`src/hw/adc_readout_cfg.svh`:
```
// Constants for the converter result readout block: offsets, fields, resets and timing.
`ifndef ADC_READOUT_CFG_SVH
`define ADC_READOUT_CFG_SVH

// ----------------------------------------------------------------
// Timing
// ----------------------------------------------------------------
`define CLK_PERIOD_NS 8
`define CONV_TIME_NS 13500
`define CONV_CYCLES ((`CONV_TIME_NS + `CLK_PERIOD_NS - 1) / `CLK_PERIOD_NS)
`define BITCLK_HALF_NS 556
`define BITCLK_HALF_CYCLES ((`BITCLK_HALF_NS + `CLK_PERIOD_NS - 1) / `CLK_PERIOD_NS)
`define RESULT_BITS 12

// ----------------------------------------------------------------
// Register map (byte addresses) and fields
// ----------------------------------------------------------------
`define REG_CTRL 8'h00
`define REG_STATUS 8'h04
`define REG_RESULT 8'h08
`define ST_BUSY 0
`define ST_RESULT_VALID 1
`define ST_EXT_CLOCK 2
`define ST_SHIFT_LSB 4
`define OUT_REG_RESET 12'h000
`define RESP_OKAY 2'b00
`define RESP_DECERR 2'b11

`endif

```
`src/hw/adc_readout_pkg.sv`:
```
// Types shared by the converter result readout block.
package adc_readout_pkg;

	// ----------------------------------------------------------------
	// Conversion sequence, Gray coded along its path
	// ----------------------------------------------------------------
	typedef enum logic [1:0] {
		CONV_IDLE = 2'b00,
		CONV_RUN = 2'b01,
		CONV_LOAD = 2'b11,
		CONV_RAISE = 2'b10
	} conv_state_type;

	// ----------------------------------------------------------------
	// Complete state of the readout block
	// ----------------------------------------------------------------
	typedef struct packed {
		conv_state_type state;
		logic busy_n;
		logic [15:0] conv_cnt;
		logic [15:0] conv_len;
		logic [11:0] out_reg;
		logic [3:0] shift_cnt;
		logic int_run;
		logic int_clk;
		logic tag_start;
		logic ext_clk_prev;
		logic ext_primed;
		logic [1:0] conv_seen;
		logic [7:0] par_data;
		logic par_oe;
		logic ser_out;
		logic aw_held;
		logic [7:0] aw_addr;
		logic w_held;
		logic [31:0] w_data;
		logic [3:0] w_strb;
		logic bvalid;
		logic [1:0] bresp;
		logic rvalid;
		logic [31:0] rdata;
		logic [1:0] rresp;
	} readout_state_type;

endpackage

```
`src/hw/adc_result_readout.sv`:
```
// Result readout of a 12-bit sampling converter: parallel byte port, serial port, AXI4-Lite registers.
`include "adc_readout_cfg.svh"
`timescale 1ns/10ps
`default_nettype none

// Functional notes
// Format pin high straight binary, low two's complement
// First conversion after power-up is invalid
// Parallel reads never disturb the output register
// Each serial bit clock shifts output register once; in external mode the first rise after each load only arms and does not shift
// Host reads parallel before serial for both views
// Internal mode start converts and sends previous result
// External mode start converts, bit clock pin input
// External mode shifts new result after busy rises
// External mode shifts previous result during conversion
// Host ends convert command before busy rises
// Convert commands ignored while busy low
// Parallel only: source high, bit clock low
// Bus driven only for read high, select low
// Half low: eight MSBs, top on bit 7
// Half high: four LSBs, LSB on bit 4
// Half select may toggle freely within conversion
// Output register undefined right after power-up
// Output register updated before busy rises
// Full scale codes 7FF/FFF and 800/000
// Midscale codes 000/800, below midscale FFF/7FF
// Straight binary inverts two's complement MSB
// Select and read/convert ORed, level triggered start
// Internal mode twelve pulses MSB first, then low
// External mode MSB valid first fall, second rise
// Daisy-chain bits follow after twelve result bits
module adc_result_readout
	import adc_readout_pkg::*;
(
	// Clock and reset
	input wire logic i_core_clk,
	input wire logic i_srst,
	// Host control pins
	input wire logic i_dev_select_n,
	input wire logic i_read_convert,
	input wire logic i_code_format_select,
	input wire logic i_bit_clock_source_select,
	input wire logic i_half_select,
	input wire logic i_daisy_in,
	// Serial bit clock pin, two-way
	input wire logic i_serial_bit_clock,
	output logic o_serial_bit_clock,
	output logic o_serial_bit_clock_oe,
	// Result outputs
	output logic o_serial_result_out,
	output logic [7:0] o_parallel_result_bus,
	output logic o_parallel_result_bus_oe,
	output logic o_busy_n,
	// Converter core result, two's complement
	input wire logic [11:0] i_sar_result,
	// AXI4-Lite slave
	input wire logic i_awvalid,
	output logic o_awready,
	input wire logic [7:0] i_awaddr,
	input wire logic i_wvalid,
	output logic o_wready,
	input wire logic [31:0] i_wdata,
	input wire logic [3:0] i_wstrb,
	output logic o_bvalid,
	input wire logic i_bready,
	output logic [1:0] o_bresp,
	input wire logic i_arvalid,
	output logic o_arready,
	input wire logic [7:0] i_araddr,
	output logic o_rvalid,
	input wire logic i_rready,
	output logic [31:0] o_rdata,
	output logic [1:0] o_rresp
);
	import adc_readout_pkg::*;

	// ----------------------------------------------------------------
	// Pin synchronisers
	// ----------------------------------------------------------------
	logic [6:0] pins_raw;
	logic [6:0] pins;
	logic cs_n;
	logic rc;
	logic fmt_sb;
	logic src_ext;
	logic half;
	logic tag;
	logic ext_clk;

	// Idle-high pins pass inverted, so a cleared synchroniser reads as idle and not as a start
	assign pins_raw = {~i_dev_select_n, ~i_read_convert, i_code_format_select,
		~i_bit_clock_source_select, i_half_select, i_daisy_in, i_serial_bit_clock};

	pin_sync #(
		.W(7)
	) u_pin_sync (
		.i_core_clk(i_core_clk),
		.i_srst(i_srst),
		.i_async(pins_raw),
		.o_sync(pins)
	);

	assign cs_n = ~pins[6];
	assign rc = ~pins[5];
	assign fmt_sb = pins[4];
	assign src_ext = ~pins[3];
	assign half = pins[2];
	assign tag = pins[1];
	assign ext_clk = pins[0];

	// ----------------------------------------------------------------
	// Internal bit clock pacing
	// ----------------------------------------------------------------
	readout_state_type s_q;
	readout_state_type s_d;
	logic half_tick;

	bit_clock_divider #(
		.HALF(`BITCLK_HALF_CYCLES)
	) u_bit_clock_divider (
		.i_core_clk(i_core_clk),
		.i_srst(i_srst),
		.i_run(s_q.int_run),
		.o_tick(half_tick)
	);

	// ----------------------------------------------------------------
	// Next state
	// ----------------------------------------------------------------
	logic start_req;
	logic ext_rise;
	logic ext_out_mode;
	logic [11:0] shown;
	logic [31:0] status_word;
	logic wr_fire;

	always_comb begin
		s_d = s_q;
		// Level triggered: both low starts, whichever fell first
		start_req = ~cs_n & ~rc;
		ext_rise = ext_clk & ~s_q.ext_clk_prev;
		ext_out_mode = src_ext & ~cs_n & rc;
		s_d.ext_clk_prev = ext_clk;

		// Conversion sequence
		unique case (s_q.state)
			CONV_IDLE: begin
				// Busy low never reaches here, so commands then are dropped
				if (start_req) begin
					s_d.state = CONV_RUN;
					s_d.busy_n = 1'b0;
					s_d.conv_cnt = '0;
					if (!src_ext) begin
						s_d.int_run = 1'b1;
						s_d.int_clk = 1'b0;
						s_d.shift_cnt = '0;
						s_d.tag_start = tag;
					end
				end
			end
			CONV_RUN: begin
				s_d.conv_cnt = s_q.conv_cnt + 16'h0001;
				if ({1'b0, s_q.conv_cnt} + 17'h00001 >= {1'b0, s_q.conv_len}) begin
					s_d.state = CONV_LOAD;
				end
			end
			CONV_LOAD: begin
				// Hold the load until the internal transmission has finished
				if (!s_q.int_run) begin
					s_d.out_reg = i_sar_result;
					s_d.shift_cnt = '0;
					s_d.ext_primed = 1'b0;
					if (s_q.conv_seen != 2'b10) begin
						s_d.conv_seen = s_q.conv_seen + 2'b01;
					end
					s_d.state = CONV_RAISE;
				end
			end
			CONV_RAISE: begin
				// Busy rises one cycle after the register update
				s_d.state = CONV_IDLE;
				s_d.busy_n = 1'b1;
			end
		endcase

		// Internal bit clock: twelve pulses, data moves while the clock is low
		if (s_q.int_run && half_tick) begin
			if (!s_q.int_clk) begin
				s_d.int_clk = 1'b1;
			end else begin
				s_d.int_clk = 1'b0;
				s_d.out_reg = {s_d.out_reg[10:0], s_q.tag_start};
				s_d.shift_cnt = s_q.shift_cnt + 4'h1;
				if (s_q.shift_cnt == 4'(`RESULT_BITS - 1)) begin
					s_d.int_run = 1'b0;
				end
			end
		end

		// External bit clock: first rise only arms, later rises shift in daisy data
		if (ext_out_mode && ext_rise && s_q.state != CONV_LOAD) begin
			if (!s_q.ext_primed) begin
				s_d.ext_primed = 1'b1;
			end else begin
				s_d.out_reg = {s_d.out_reg[10:0], tag};
				if (s_q.shift_cnt != 4'hF) begin
					s_d.shift_cnt = s_q.shift_cnt + 4'h1;
				end
			end
		end

		// Code format applied on the way out; the register itself stays two's complement
		shown = s_d.out_reg;
		shown[11] = s_d.out_reg[11] ^ fmt_sb;
		s_d.ser_out = (s_d.shift_cnt == 4'h0) ? shown[11] : s_d.out_reg[11];
		// Parallel view only reads the register
		if (!half) begin
			s_d.par_data = shown[11:4];
		end else begin
			s_d.par_data = {shown[3:0], 4'h0};
		end
		s_d.par_oe = rc & ~cs_n;

		// ------------------------------------------------------------
		// AXI4-Lite write: address and data taken in either order
		// ------------------------------------------------------------
		if (i_awvalid && !s_q.aw_held && !s_q.bvalid) begin
			s_d.aw_held = 1'b1;
			s_d.aw_addr = i_awaddr;
		end
		if (i_wvalid && !s_q.w_held && !s_q.bvalid) begin
			s_d.w_held = 1'b1;
			s_d.w_data = i_wdata;
			s_d.w_strb = i_wstrb;
		end
		wr_fire = s_q.aw_held && s_q.w_held && !s_q.bvalid;
		if (wr_fire) begin
			s_d.aw_held = 1'b0;
			s_d.w_held = 1'b0;
			s_d.bvalid = 1'b1;
			s_d.bresp = `RESP_OKAY;
			if (s_q.aw_addr[7:2] == 6'(`REG_CTRL >> 2)) begin
				if (s_q.w_strb[0]) begin
					s_d.conv_len[7:0] = s_q.w_data[7:0];
				end
				if (s_q.w_strb[1]) begin
					s_d.conv_len[15:8] = s_q.w_data[15:8];
				end
			end else if (s_q.aw_addr[7:2] != 6'(`REG_STATUS >> 2) &&
				s_q.aw_addr[7:2] != 6'(`REG_RESULT >> 2)) begin
				s_d.bresp = `RESP_DECERR;
			end
		end
		if (s_q.bvalid && i_bready) begin
			s_d.bvalid = 1'b0;
		end

		// ------------------------------------------------------------
		// AXI4-Lite read
		// ------------------------------------------------------------
		status_word = '0;
		status_word[`ST_BUSY] = ~s_q.busy_n;
		status_word[`ST_RESULT_VALID] = s_q.conv_seen[1];
		status_word[`ST_EXT_CLOCK] = src_ext;
		status_word[`ST_SHIFT_LSB +: 4] = s_q.shift_cnt;
		if (i_arvalid && !s_q.rvalid) begin
			s_d.rvalid = 1'b1;
			s_d.rresp = `RESP_OKAY;
			unique case (i_araddr[7:2])
				6'(`REG_CTRL >> 2): s_d.rdata = {16'h0000, s_q.conv_len};
				6'(`REG_STATUS >> 2): s_d.rdata = status_word;
				6'(`REG_RESULT >> 2): s_d.rdata = {20'h00000, s_q.out_reg};
				default: begin
					s_d.rdata = '0;
					s_d.rresp = `RESP_DECERR;
				end
			endcase
		end else if (s_q.rvalid && i_rready) begin
			s_d.rvalid = 1'b0;
		end
	end

	// ----------------------------------------------------------------
	// State register
	// ----------------------------------------------------------------
	always_ff @(posedge i_core_clk) begin
		if (i_srst) begin
			s_q <= '0;
			s_q.state <= CONV_IDLE;
			s_q.busy_n <= 1'b1;
			s_q.conv_len <= 16'(`CONV_CYCLES);
			s_q.out_reg <= `OUT_REG_RESET;
		end else begin
			s_q <= s_d;
		end
	end

	// ----------------------------------------------------------------
	// Outputs
	// ----------------------------------------------------------------
	assign o_busy_n = s_q.busy_n;
	assign o_serial_result_out = s_q.ser_out;
	assign o_serial_bit_clock = s_q.int_clk;
	assign o_serial_bit_clock_oe = ~src_ext;
	assign o_parallel_result_bus = s_q.par_data;
	assign o_parallel_result_bus_oe = s_q.par_oe;
	assign o_awready = ~s_q.aw_held & ~s_q.bvalid;
	assign o_wready = ~s_q.w_held & ~s_q.bvalid;
	assign o_bvalid = s_q.bvalid;
	assign o_bresp = s_q.bresp;
	assign o_arready = ~s_q.rvalid;
	assign o_rvalid = s_q.rvalid;
	assign o_rdata = s_q.rdata;
	assign o_rresp = s_q.rresp;
endmodule // adc_result_readout

`default_nettype wire

```
`src/hw/pin_sync.sv`:
```
// Two-flop synchroniser for a group of pin inputs.
`timescale 1ns/10ps
`default_nettype none

module pin_sync #(
	parameter int W = 1
) (
	// Clock and reset
	input wire logic i_core_clk,
	input wire logic i_srst,
	// Pins and their synchronised copies
	input wire logic [W-1:0] i_async,
	output logic [W-1:0] o_sync
);
	typedef struct packed {
		logic [W-1:0] meta;
		logic [W-1:0] stable;
	} sync_state_type;

	sync_state_type s_q;
	sync_state_type s_d;

	// The first stage feeds only the second stage
	always_comb begin
		s_d.meta = i_async;
		s_d.stable = s_q.meta;
	end

	always_ff @(posedge i_core_clk) begin
		if (i_srst) begin
			s_q <= '0;
		end else begin
			s_q <= s_d;
		end
	end

	assign o_sync = s_q.stable;
endmodule // pin_sync

`default_nettype wire

```
`src/hw/bit_clock_divider.sv`:
```
// Divider that gives one-cycle ticks for each half period of the internal bit clock.
`timescale 1ns/10ps
`default_nettype none

module bit_clock_divider #(
	parameter int HALF = 2
) (
	// Clock and reset
	input wire logic i_core_clk,
	input wire logic i_srst,
	// Control and tick
	input wire logic i_run,
	output logic o_tick
);
	typedef struct packed {
		logic [15:0] cnt;
		logic tick;
	} div_state_type;

	div_state_type s_q;
	div_state_type s_d;

	always_comb begin
		s_d = s_q;
		s_d.tick = 1'b0;
		if (!i_run) begin
			s_d.cnt = '0;
		end else if (s_q.cnt == 16'(HALF - 1)) begin
			s_d.cnt = '0;
			s_d.tick = 1'b1;
		end else begin
			s_d.cnt = s_q.cnt + 16'h0001;
		end
	end

	always_ff @(posedge i_core_clk) begin
		if (i_srst) begin
			s_q <= '0;
		end else begin
			s_q <= s_d;
		end
	end

	assign o_tick = s_q.tick;
endmodule // bit_clock_divider

`default_nettype wire

```
`config.mk`:
```
export PLATFORM = sky130hd
export DESIGN_NAME = adc_result_readout
export DESIGN_NICKNAME = d
export VERILOG_FILES = /design/src/hw/adc_readout_pkg.sv /design/src/hw/adc_result_readout.sv /design/src/hw/pin_sync.sv /design/src/hw/bit_clock_divider.sv
export VERILOG_INCLUDE_DIRS = /design/src /design/src/hw
export SDC_FILE = /design/constraint.sdc
export NUM_CORES = 1
export LEC_CHECK = 0
export BUFFER_PORTS_ARGS = -buffer_cell sky130_fd_sc_hd__buf_2
export CAP_MARGIN = 15
export CORE_ASPECT_RATIO = 0.75
export CORE_UTILIZATION = 30
export CTS_BUF_LIST = sky130_fd_sc_hd__clkbuf_4
export CTS_CLUSTER_DIAMETER = 50
export DETAILED_ROUTE_END_ITERATION = 8
export PLACE_DENSITY = 0.51
export SYNTH_ARGS = -nofsm -noshare
export SYNTH_HDL_FRONTEND = slang
export SYNTH_HIERARCHICAL = 1
export SYNTH_SLANG_ARGS = --single-unit
```
`constraint.sdc`:
```
create_clock -name i_core_clk -period 8.3 [get_ports i_core_clk]
set_clock_uncertainty 0.2 [all_clocks]
set_input_delay 1.66 -clock i_core_clk [delete_from_list [all_inputs] [get_ports i_core_clk]]
set_output_delay 1.66 -clock i_core_clk [all_outputs]
set_load 0.05 [all_outputs]
```
==> reports/results.txt <==
crit path capture = s_q[150]$_SDFFE_PP0P_
DP Worst Slack = 4.43 ns
All-Layer GR Usage = 0.152
Register Area = 2900 um2
RR Endpoint = s_q[150]$_SDFFE_PP0P_
critical path depth = 11
I/O pin count = 132
DRC = 0
final hold violations = 0
WL/cell = 14.6 um
Max Cap Violations = 0
Combinational Power Share = 0.134
Die Span X = 178 um
final instance area = 7680 um2
top cells by area, synth = dfxtp_1 42%, nand2_1 5.9%, nor2_1 5.1%
post-DP HPWL = 12500 um
critical-path cell list = nand3_1, nor4_2, nand2_1, xnor2_1, ha_1, nand2_1, o22ai_1, o21ai_0, a211oi_1, o31ai_1, a211oi_1
clk buf depth = 2
die height = 134 um
unrepaired setup endpoints after global routing = false
RePlAce Congestion = 0.818
maximum number of pins on one net before global-route repair = 67
sequential share of power = 0.532
CP bufs+invs = 0
Max transition margin = 0.338
Worst Reg2Reg Path Length in Cells = 11
Clock Latency Late Sink = 0.57 ns
leak pwr = 3.13 nW
vias per cell = 4.73
CP Launch Type = flip-flop
CTS buffer count = 17
max-slew violation count = 0
post-CTS sizing = 0
VDD IR-drop max = 0.0962 mV
Power Dens Cells = 181 nW/um2
register area share after synthesis = 0.416
beginning of the critical path = s_q[135]$_SDFFE_PP0P_
Placement Cell Area = 7400 um2
CTS root buf = clkbuf_4
cell area after synthesis = 6990 um2
Worst Path Max Fanout = 7
post-route setup slack = 4.76 ns
period utilization = 0.427
Slowest-stage cell, CP = nor4_2
switching pwr = 408 uW
ANT cells = 0
vias in the first global route = 5293
CP arrival = 3.78 ns
flop2flop setup slack = 4.76 ns
Synth Warn # = 6
Fmax achieved = 282 MHz
P_int = 984 uW
proportion of netlist area held by the largest area contributor = 0.416
Final Util = 0.342
TNS Setup = 0 ns
depth of the CTS H-tree = 4
ys flop type = dfxtp_1
Top delay family on crit path = simple AND/OR/NAND/NOR gates
Sw Ratio = 0.293
global-route wire length before repair = 28000 um
CTS Sinks = 145
hold crit path type = reg2reg
syn avg cell area = 8.38 um2
# rows = 47
reg2reg start = s_q[135]$_SDFFE_PP0P_
Starting Density = 0.311
remaining global-route overflow = 0
CP endpoint kind = flip-flop
number of synthesized flops with an enable pin = 0
initial antenna violation count = 0
synthesized flop and latch total = 145
CP max stage delay = 0.61 ns
share of layout cells above drive strength 1 = 0.164
worst path required time = 8.53 ns
Total Wirelength = 17400 um
Cells after Synth = 834
ys async rst share = 0
# hold bufs at CTS = 0
vias after detailed routing = 5628
multi-input logic area = 3530 um2
Core Area = 22500 um2
Die ar. = 23900 um2
status = completed
Fill cells = 2433
1st-iter DRT viols = 352
Reg clk slew, reported paths = 0.12 ns
clock share of power = 0.334
area delta synth->final = 9.94%
library cells used by synthesis = 57
nets@finish = 986
First-pass DRT Iterations = 5
Slew @ Worst Pin = 0.993 ns
# setup viols final = 0
setup bufs post-CTS = 0
CTS tree = built
I/O Buffers = 93
post-route ant nets = 0
WS Path Type = reg2reg
Yosys top cell by area = dfxtp_1
fin crit period = 3.54 ns
-- flip-flops by register name (all words and copies together) (netlist names) --
| signal | flops |
|---|---|
| o_bresp | 1 |
| o_busy_n | 1 |
| o_bvalid | 1 |
| o_parallel_result_bus | 8 |
| o_parallel_result_bus_oe | 1 |
| o_rdata | 16 |
| o_rresp | 1 |
| o_rvalid | 1 |
| o_serial_bit_clock | 1 |
| o_serial_result_out | 1 |
| s_q | 82 |
| u_bit_clock_divider/o_tick | 1 |
| u_bit_clock_divider/s_q | 16 |
| u_pin_sync/o_sync | 7 |
| u_pin_sync/s_d | 7 |
-- Yosys cell counts (3+ instances only) --
cell type,count
dfxtp_1,145
nand2_1,109
nor2_1,95
a21oi_1,58
buf_4,47
nand3_1,38
o21ai_0,34
inv_1,31
mux2i_1,31
clkbuf_1,28
ha_1,25
a22oi_1,24
xnor2_1,21
nor3_1,18
a211oi_1,10
nor2b_1,10
nor2b_2,10
xor2_1,10
nand4_1,8
nor4_1,8
a21o_1,6
and3_1,6
nand3b_1,6
nand2b_1,4
o21a_1,4
and2b_1,3
nor4_2,3
-- logic make-up after synthesis --
kind of cell             Yosys count  synth area share
AO/OA/AOI/OAI                    151             0.130
other                              1          0.000537
flip-flops                       145             0.416
adder cells (fa/ha/maj)           25            0.0448
buffers and inverters            111            0.0874
multiplexers                      33            0.0476
XOR/XNOR                          31            0.0389
AND/OR/NAND/NOR                  337             0.235
-- metal layers --
layer	wire length, um	share of wire	track usage	up-vias
met5	0	0	0	-
met4	168	0.0097	0.0466	0
met3	789	0.045	0.0357	15
met2	6810	0.39	0.209	126
met1	9590	0.55	0.230	2592
li1	-	-	-	2895
-- worst min path at each step --
stage                                      start                               to  slack (ns)  depth (start not counted)
floorplan           u_pin_sync/s_d[6]$_SDFF_PP0_  u_pin_sync/o_sync[6]$_SDFF_PP0_        0.21                          1
global placement    u_pin_sync/s_d[3]$_SDFF_PP0_  u_pin_sync/o_sync[3]$_SDFF_PP0_        0.22                          1
detailed placement  u_pin_sync/s_d[3]$_SDFF_PP0_  u_pin_sync/o_sync[3]$_SDFF_PP0_        0.22                          1
CTS                 u_pin_sync/s_d[3]$_SDFF_PP0_  u_pin_sync/o_sync[3]$_SDFF_PP0_        0.25                          1
global route        u_pin_sync/s_d[0]$_SDFF_PP0_  u_pin_sync/o_sync[0]$_SDFF_PP0_        0.28                          1
finish              u_pin_sync/s_d[3]$_SDFF_PP0_  u_pin_sync/o_sync[3]$_SDFF_PP0_        0.25                          1
-- power groups by stage --
stage               clock network, mW  logic [mW]  registers, mW
floorplan                           0       0.148          0.753
global placement                    0       0.185          0.756
detailed placement                  0       0.186          0.756
CTS                             0.484       0.187          0.741
global route                    0.513       0.207          0.745
finish                          0.464       0.187          0.741
-- worst reg2reg max path, cell delays in order (launching register included) --
cell and delay (ns):
dfxtp_1 0.45, nand3_1 0.29, nor4_2 0.61, nand2_1 0.22, xnor2_1 0.18, ha_1 0.31
nand2_1 0.08, o22ai_1 0.08, o21ai_0 0.21, a211oi_1 0.12, o31ai_1 0.52, a211oi_1 0.15
-- cell usage in the layout (no fill, tap or decap), types with 4 or more instances in the layout --
cell type and count:
xnor2_1 21, conb_1 16, o21a_1 4, a21oi_1 58
and3_1 6, xor2_1 10, nand3_1 38, nor2b_2 10
inv_1 31, nor2_1 95, nor4_1 8, nand2b_1 4
nand4_1 8, dfxtp_1 145, a211oi_1 10, nor2b_1 10
mux2i_1 31, a22oi_1 24, o21ai_0 34, nor3_1 18
a21o_1 6, nand2_1 109, clkinv_2 6, ha_1 25
nand3b_1 6, buf_2 92, clkbuf_4 18
-- layout make-up --
cell class,instances,area share
inverters,31,0.0152
multi-input cells,593,0.459
repair buffers,95,0.0629
clock inverters,14,0.0191
flip-flops and latches,145,0.378
well taps,294,0.0479
clock buffers,18,0.0176
-- through the flow --
stage	std cells	total power, mW	hold slack (ns)
2_1_floorplan	849	0.901	0.211
3_3_place_gp	1158	0.942	0.222
3_5_place_dp	1158	0.942	0.221
4_1_cts	1190	1.41	0.253
6_report	1190	1.39	0.249
5_1_grt	1190	1.46	0.277
Power figures use the tool's default switching activity.
